$ cat src/pkg/supply_supervisor_pkg.sv
// Constants and types for the supply supervisor logic
package supply_supervisor_pkg;
    // ****************************************
    // Register map
    // ****************************************
    localparam logic [7:0] supply_warning_control_addr = 8'hdc;
    localparam logic [7:0] supply_warning_control_rst = 8'h00;
    localparam int enable_bit = 7;
    localparam int prog_hi = 6;
    localparam int prog_lo = 5;
    localparam int warn_bit = 4;

    // ****************************************
    // Timing
    // ****************************************
    localparam int clk_period_ns = 10;
    localparam int por_hold_us = 1000;
    localparam int por_hold_cycles = (por_hold_us * 1000 + clk_period_ns - 1) / clk_period_ns;
    localparam int sync_stages = 3;

    // ****************************************
    // System modes and reset sequencer states
    // ****************************************
    typedef enum logic [2:0] {
        mode_active = 3'h0,
        mode_standby = 3'h1,
        mode_reg_ret = 3'h2,
        mode_mem_ret = 3'h3,
        mode_deep_sleep = 3'h4
    } sys_mode_t;

    typedef enum logic [2:0] {
        st_wait_supply = 3'b001,
        st_hold = 3'b010,
        st_run = 3'b100
    } rst_state_t;
endpackage : supply_supervisor_pkg

$ cat src/rtl/level_sync.sv
// Three-stage synchroniser with agreement filter for an asynchronous level
`timescale 1ns/1ps
module level_sync
    import supply_supervisor_pkg::*;
(
    input wire logic i_clk,
    input wire logic i_nrst,
    input wire logic i_async,
    output logic o_level
);
    typedef struct packed {
        logic [sync_stages-1:0] sh;
        logic level;
    } sync_state_t;

    sync_state_t state_r;
    sync_state_t state_nxt;

    always_comb begin
        state_nxt = state_r;
        state_nxt.sh = {state_r.sh[sync_stages-2:0], i_async};
        // Stage 0 feeds only stage 1; change taken when stages 1 and 2 agree
        if (state_r.sh[1] == state_r.sh[2]) begin
            state_nxt.level = state_r.sh[2];
        end
    end

    always_ff @(posedge i_clk) begin
        if (!i_nrst) begin
            state_r <= '0;
        end else begin
            state_r <= state_nxt;
        end
    end

    assign o_level = state_r.level;
endmodule : level_sync

$ cat src/rtl/supply_supervisor_logic.sv
// Digital side of the power supply supervisor
// Notes on behaviour
// - After supply reaches minimum level, hold system reset at least 1 ms.
// - Brown-out indication forces system reset until it clears.
// - Precise brown-out comparator only in active/standby; low-power one otherwise.
// - Power-fail warning never resets the system.
// - Control bit 7 enables the power-fail comparator.
// - Power-fail comparator powered only in active or standby when enabled.
// - Read-only bit 4 shows supply below threshold.
// - Supply warning interrupt raised when comparator reports low supply.
// - Program memory writes blocked while warning flag is one.
// - Bits 6:5 pick 2.1/2.3/2.5/2.7 V warning threshold.
`timescale 1ns/1ps
module supply_supervisor_logic
    import supply_supervisor_pkg::*;
#(
    parameter int por_hold_count = por_hold_cycles
) (
    input wire logic i_clk,
    input wire logic i_nrst,
    input wire logic i_por_ok,
    input wire logic i_brownout,
    input wire logic i_pof_low,
    input wire sys_mode_t i_mode,
    input wire logic i_sfr_wr,
    input wire logic i_sfr_rd,
    input wire logic [7:0] i_sfr_addr,
    input wire logic [7:0] i_sfr_wdata,
    input wire logic i_prog_wr_req,
    output logic [7:0] o_sfr_rdata,
    output logic o_sys_nrst,
    output logic o_precise_bo_en,
    output logic o_lowpower_bo_en,
    output logic o_pof_en,
    output logic [1:0] o_warning_threshold_level,
    output logic o_supply_warning_irq,
    output logic o_prog_wr_en
);
    // ****************************************
    // State
    // ****************************************
    typedef struct packed {
        rst_state_t st;
        logic [31:0] cnt;
        logic sys_nrst;
        logic enable;
        logic [1:0] prog;
        logic warn;
        logic irq;
        logic prec_en;
        logic lp_en;
        logic pof_en;
        logic wr_en;
        logic [7:0] rdata;
    } sup_state_t;

    sup_state_t state_r;
    sup_state_t state_nxt;
    logic por_ok_s;
    logic bo_s;
    logic pof_s;
    logic full_mode;

    // ****************************************
    // Input synchronisers
    // ****************************************
    level_sync u_sync_por (
        .i_clk(i_clk),
        .i_nrst(i_nrst),
        .i_async(i_por_ok),
        .o_level(por_ok_s)
    );

    level_sync u_sync_bo (
        .i_clk(i_clk),
        .i_nrst(i_nrst),
        .i_async(i_brownout),
        .o_level(bo_s)
    );

    level_sync u_sync_pof (
        .i_clk(i_clk),
        .i_nrst(i_nrst),
        .i_async(i_pof_low),
        .o_level(pof_s)
    );

    assign full_mode = (i_mode == mode_active) || (i_mode == mode_standby);

    // ****************************************
    // Next state
    // ****************************************
    always_comb begin
        state_nxt = state_r;
        // Reset sequencer; brown-out from any state restarts the wait
        case (state_r.st)
            st_wait_supply: begin
                state_nxt.sys_nrst = 1'b0;
                state_nxt.cnt = '0;
                if (por_ok_s && !bo_s) begin
                    state_nxt.st = st_hold;
                end
            end
            st_hold: begin
                state_nxt.sys_nrst = 1'b0;
                if (!por_ok_s || bo_s) begin
                    state_nxt.st = st_wait_supply;
                end else if (state_r.cnt >= 32'(por_hold_count - 1)) begin
                    state_nxt.st = st_run;
                    state_nxt.sys_nrst = 1'b1;
                end else begin
                    state_nxt.cnt = state_r.cnt + 32'h1;
                end
            end
            st_run: begin
                // Only supply comparators reach here; warn never does
                if (bo_s || !por_ok_s) begin
                    state_nxt.st = st_wait_supply;
                    state_nxt.sys_nrst = 1'b0;
                end
            end
            default: begin
                state_nxt.st = st_wait_supply;
                state_nxt.sys_nrst = 1'b0;
            end
        endcase

        // Brown-out comparator selection
        state_nxt.prec_en = full_mode;
        state_nxt.lp_en = !full_mode;

        // Register write; bits 3:0 and warn are not writable
        if (i_sfr_wr && i_sfr_addr == supply_warning_control_addr) begin
            state_nxt.enable = i_sfr_wdata[enable_bit];
            state_nxt.prog = i_sfr_wdata[prog_hi:prog_lo];
        end

        state_nxt.pof_en = state_nxt.enable && full_mode;
        // Comparator output meaningless while unpowered, so gate it
        state_nxt.warn = state_r.pof_en && pof_s;
        state_nxt.irq = state_nxt.warn && !state_r.warn;
        state_nxt.wr_en = i_prog_wr_req && !state_nxt.warn && !state_r.warn;

        state_nxt.rdata = 8'h00;
        if (i_sfr_rd && i_sfr_addr == supply_warning_control_addr) begin
            state_nxt.rdata[enable_bit] = state_r.enable;
            state_nxt.rdata[prog_hi:prog_lo] = state_r.prog;
            state_nxt.rdata[warn_bit] = state_r.warn;
        end
    end

    // ****************************************
    // Registers
    // ****************************************
    always_ff @(posedge i_clk) begin
        if (!i_nrst) begin
            state_r <= '0;
            state_r.st <= st_wait_supply;
            state_r.prog <= supply_warning_control_rst[prog_hi:prog_lo];
            state_r.enable <= supply_warning_control_rst[enable_bit];
            state_r.lp_en <= 1'b1;
        end else begin
            state_r <= state_nxt;
        end
    end

    assign o_sfr_rdata = state_r.rdata;
    assign o_sys_nrst = state_r.sys_nrst;
    assign o_precise_bo_en = state_r.prec_en;
    assign o_lowpower_bo_en = state_r.lp_en;
    assign o_pof_en = state_r.pof_en;
    assign o_warning_threshold_level = state_r.prog;
    assign o_supply_warning_irq = state_r.irq;
    assign o_prog_wr_en = state_r.wr_en;
endmodule : supply_supervisor_logic

$ cat config.mk
export PLATFORM = sky130hd
export DESIGN_NAME = supply_supervisor_logic
export DESIGN_NICKNAME = d
export VERILOG_FILES = /design/src/pkg/supply_supervisor_pkg.sv /design/src/rtl/level_sync.sv /design/src/rtl/supply_supervisor_logic.sv
export SDC_FILE = /design/constraint.sdc
export NUM_CORES = 1
export LEC_CHECK = 0
export BUFFER_PORTS_ARGS = -buffer_cell sky130_fd_sc_hd__buf_2
export CORE_MARGIN = 5
export CORE_UTILIZATION = 35
export DETAILED_ROUTE_END_ITERATION = 12
export GPL_TIMING_DRIVEN = 0
export PLACE_DENSITY = 0.54
export SETUP_SLACK_MARGIN = 0.02
export SYNTH_ARGS = -nofsm -noshare
export SYNTH_HDL_FRONTEND = slang
export SYNTH_SLANG_ARGS = --single-unit
export TNS_END_PERCENT = 5
$ cat constraint.sdc
create_clock -name i_clk -period 2.6 [get_ports i_clk]
set_input_delay 0.39 -clock i_clk [delete_from_list [all_inputs] [get_ports i_clk]]
set_output_delay 0.39 -clock i_clk [all_outputs]
set_load 0.05 [all_outputs]
# ---- Word level (Yosys, flattened, before mapping)
# Cells that the tools add are included.
dict set report totals {
  inputBits 27
  ff_bits 65
  out_inout_bits 16
  word_cells 66
}
dict set report classes {
  order_cmp 1
  eq_ne 13
  n_addsub 1
  n_mux 12
  reduce_logical 20
}
# op count
set op_table {}
lappend op_table {{$pmux 32 s2} 1}
lappend op_table {{$mux 33} 1}
lappend op_table {{$add 32x1->32 const B} 1}
lappend op_table {{$ge 32x17->1 const B} 1}
lappend op_table {{$mux 32} 1}
lappend op_table {{$mux 3} 5}
lappend op_table {{$pmux 3 s3} 1}
lappend op_table {{$eq 8x8->1 const B} 1}
lappend op_table {{$logic_and 1x1->1} 8}
lappend op_table {{$ne 2x2->1 const B} 4}
lappend op_table {{$eq 3x1->1 const B} 2}
lappend op_table {{$reduce_and 3->1} 2}
lappend op_table {{$logic_not 1->1} 5}
lappend op_table {{$eq 1x1->1} 3}
lappend op_table {{$eq 3x2->1 const B} 1}
lappend op_table {{$eq 3x3->1 const B} 1}
lappend op_table {{$logic_not 3->1} 1}
lappend op_table {{$ne 3x3->1 const B} 1}
lappend op_table {{$logic_or 1x1->1} 2}
lappend op_table {{$mux 1} 2}
lappend op_table {{$pmux 1 s2} 1}
lappend op_table {{$reduce_and 2->1} 1}
lappend op_table {{$reduce_bool 2->1} 1}

# ---- Logic depth before layout (Yosys ltp)
dict set report logic_depth {
  depth_word 4
  mapped_depth 8
  depth_no_buf 6
}

# ---- Hierarchy
# Synthesis repeated with hierarchy kept, for this count alone.
dict set report unflattened {
  cells_unflattened 277
  area_unflattened_um2 2558.7
}
# mod area_each_um2 n_inst seq_area_each_um2 cells_per_inst
set modules_own_cells {}
lappend modules_own_cells {supply_supervisor_logic 2209.6 1 980.9 247}
lappend modules_own_cells {level_sync 116.4 3 80.1 10}

# ---- Worst setup path after synthesis
# No wires, ideal clock.
dict set report synth_timing {
  path_type {register to register}
  start {register state_r[18] (netlist name)}
  end {register state_r[21] (netlist name)}
  arrival_ps 1949
  stages_incl_launch_ff 9
  path_buffers 2
  period_less_slack_ps 2019
  t_required_ps 2530
  setup_ps 70
  path_slack_ps 581
  path_cell_list {dfxtp_1 ha_1 clkbuf_1 a211o_1 a311oi_2 nand2_2 buf_6 or3_1 a21oi_1}
}
dict set report synth_via {
  elab_chain_len 4
  elab_cells_between_ends 7
  cone_classes {add/sub: 1; order compare: 1; eq/ne: 1; mux: 3; reduce/logical: 1}
}
# item line_no
set synth_lines {}
lappend synth_lines {{start, declared} supply_supervisor_logic.sv:57} ;# sup_state_t state_r;
lappend synth_lines {{start signal, assigned} supply_supervisor_logic.sv:163} ;# state_r <= state_nxt;
lappend synth_lines {{$add 32x1->32} supply_supervisor_logic.sv:112} ;# state_nxt.cnt = state_r.cnt + 32'h1;
lappend synth_lines {{$mux 32} supply_supervisor_logic.sv:108} ;# end else if (state_r.cnt >= 32'(por_hold_count - 1)) begin
lappend synth_lines {{$mux 33} supply_supervisor_logic.sv:106} ;# if (!por_ok_s || bo_s) begin
lappend synth_lines {{$pmux 32 s2} supply_supervisor_logic.sv:96} ;# case (state_r.st)
# Several ways; a longest one is shown, not always the timed one. The select of a mux whose other input is x is not followed.
# A chain may end at the register's enable or synchronous reset.

# ---- Final worst setup path
# Same ends and word-level chain as after synthesis.

==> impl_results.md <==
* Register area share after synthesis at 48.9%
* DR WL/cell at 12.5 µm
* Iteration count of the initial detailed-routing pass at 4
* Final setup vio count at 0
* Area of the multi-input gates at 1150 µm²
* Num CTS Buffers at 9
* Drt drc at 0
* Number of synthesized flops with an enable pin at 0
* Fin crit period at 2.27 ns
* Area contributors post-synth: dfxtp_1 49%, and2_1 7.3%, nand2_1 4.7%
* Switching power at 0.410 mW
* Routability congestion estimate at 0.781
* Vias in the first global route at 1,865
* First-pass GRT wire length at 8780 µm
* Vias at 2,019
* Post-CTS Setup Bufs at 0
* Placed cell count at 400
* Dominant cell type by area after synthesis: dfxtp_1
* Power density over the cells at 616 nW/µm²
* GRT Total Usage at 12.7%
* Clock power share at 45.5%
* Vias per cell at 4.85
* Port buffer count at 32
* Mapped cell area at 2500 µm²
* # fillers at 695
* Core area at 6870 µm²
* Initial antenna violation count at 0
* Type of the worst min-delay path: primary input to flip-flop
* Hold WS at 0.251 ns
* Leakage at 1.26 nW
* Max-slew violation count at 0
* Die H at 94.5 µm
* Yosys warnings at 0
* Root Driver: clkbuf_8
* Register area at 1220 µm²
* Crit path arrival time at 2.48 ns
* TritonCTS clock tree: yes
* Worst-Skew Late Latency at 0.35 ns
* Resized Gates After CTS at 0
* Htree depth at 3
* Fin cells at 416
* Initial Util at 36.3%
* Hold Fails Final Rpt at 0
* Max clock buf depth at 2
* Routed Antenna Nets at 0
* Worst Tran Pin Value at 0.511 ns
* Dpl hpwl at 3660 µm
* Layout area overhead at 19.7%
* Setup_tns at 0 ns
* Flop pwr share at 51.3%
* Grt total ovfl at 0
* Top FF cell, synth: dfxtp_1
* Initial detailed-routing violation count at 75
* Hold-fix buffers at CTS at 0
* Post-synth top area share at 48.9%
* Layout cells sized above 1 at 20.3%
* Ratio of final minimum period to clock period at 87.4%
* Synth cell types at 47
* Reg clk slew, reported paths at 0.07 ns
* Peak VDD IR at 0.380 mV
* Gate power share at 3.2%
* RSZ-0062 raised after global routing: false
* Die area at 8920 µm²
* Core Rows at 30
* Syn_area_per_cell at 9.28 µm²
* Seq cells post-synth at 61
* Largest net degree at the start of global routing at 12
* Post-Syn Instances at 269
* Post-synthesis async set-or-reset flop share at 0%
* CP Max Fanout at 10
* Status: finished clean
* Setup CP Type: flip-flop to flip-flop
* F_max at 440 MHz
* Internal at 1.43 mW
* Startpoint Class: flip-flop
* Layout Nets at 343
* Max Cap Viol at 0
* Top Ports at 43
* Relative slew slack at 65.9%
* # diodes at 0
* Sink Count at 61
* Die X at 94.5 µm
* Crit. End Element: flip-flop
* Total Wirelength at 5200 µm
* Required time of the critical path at 2.80 ns
* Worst clock skew at 0.0103 ns
* Sw Share at 22.3%
-- power groups by stage --
stage | combinational [mW] | clock, mW | sequential [mW]
after CTS | 0.0603 | 0.866 | 0.944
after global routing | 0.0652 | 0.917 | 0.945
final | 0.0596 | 0.838 | 0.944
after detailed placement | 0.0599 | 0 | 0.966
after floorplan | 0.0310 | 0 | 0.973
after global placement | 0.0597 | 0 | 0.966
-- layout by cell type (no fill, tap or decap), types with 5 or more instances in the layout --
cell	count
dfxtp_1	61
buf_2	32
nand2_1	31
and2_1	29
nand3_1	11
o21ai_0	11
a21oi_1	10
clkbuf_1	10
buf_4	10
clkbuf_8	10
or3_1	9
nand4_1	8
nor4_1	7
nor2b_1	7
a21boi_0	6
nor2_1	6
and3_1	5
-- synthesized netlist by cell type, types with 3 or more instances --
master,n
clkbuf_1,10
o21a_1,3
o21ai_0,11
nor4_1,7
nor2b_1,7
and2_1,29
o211ai_1,4
nor2_1,6
or3_1,9
a21boi_0,6
mux2i_1,4
or4_1,4
nand4_1,8
a21oi_1,10
nand2_1,31
and3_1,5
buf_4,10
dfxtp_1,61
nand3_1,11
-- state kept, by name (all words and copies together) (netlist names) --
signal,flops
o_lowpower_bo_en,1
o_pof_en,1
o_precise_bo_en,1
o_prog_wr_en,1
o_sfr_rdata,4
o_supply_warning_irq,1
o_sys_nrst,1
o_warning_threshold_level,2
state_r,37
u_sync_bo.o_level,1
u_sync_bo.state_nxt,2
u_sync_bo.state_r,1
u_sync_pof.o_level,1
u_sync_pof.state_nxt,2
u_sync_pof.state_r,1
u_sync_por.o_level,1
u_sync_por.state_nxt,2
u_sync_por.state_r,1
-- cell type report --
cell class | count | share of cell area, %
Clock inverter | 6 | 2.09
Sequential cell | 61 | 40.9
Buffer | 22 | 4.31
Multi-Input combinational cell | 188 | 38.6
Clock buffer | 10 | 4.61
Inverter | 1 | 0.126
Timing Repair Buffer | 32 | 5.36
Tap cell | 96 | 4.02
-- cells by family (layout without fill, tap and decap cells) --
kind of cell	Yosys count	after routing	synth area share [%]
AO/OA/AOI/OAI	46	46	13.0
XOR/XNOR	1	1	0.351
adder cells (fa/ha/maj)	1	1	0.501
buffers and inverters	23	71	5.31
flip-flops	61	61	48.9
multiplexers	4	4	1.60
other	1	4	0.150
AND/OR/NAND/NOR	132	132	30.1
-- worst max-delay path, stage by stage (launching register included) --
cell and delay (ns):
dfxtp_1 0.33, ha_1 0.19, clkbuf_1 0.21, a211o_1 0.35
a311oi_2 0.32, nand2_2 0.11, clkbuf_1 0.27, o21ai_0 0.25
a21oi_1 0.09
-- per-stage QoR --
stage / area (µm²) / setup WS, ns / total power [mW] / util (%)
after floorplan: 2510 / 0.581 / 1.00 / -
after global placement: 2790 / 0.357 / 1.03 / 40.6
after detailed placement: 2790 / 0.352 / 1.03 / 40.6
after CTS: 2990 / 0.330 / 1.87 / 43.5
after global routing: 2990 / 0.145 / 1.93 / 43.5
final: 2990 / 0.328 / 1.84 / 43.5
-- per-layer routing --
layer  vias to the layer above  wire length (µm)  global-route usage [%]
li1                       1041                 -                       -
met1                       921              2450                    16.2
met2                        47              2310                    18.9
met3                        10               353                    5.58
met4                         0                87                    5.17
met5                         -                 0                       0
-- path summary, 6_finish.rpt --
| path | to | startpoint | cells past startpoint | slack [ns] |
|---|---|---|---|---|
| worst max-delay path | state_r[21] | state_r[18] | 8 | 0.33 |
| worst min-delay path | u_sync_bo.state_nxt[2] | i_brownout | 2 | 0.25 |
| worst max register to register | state_r[21] | state_r[18] | 8 | 0.33 |
| worst min register to register | u_sync_por.state_nxt[3] | u_sync_por.state_nxt[2] | 1 | 0.44 |
Power figures use the tool's default switching activity.
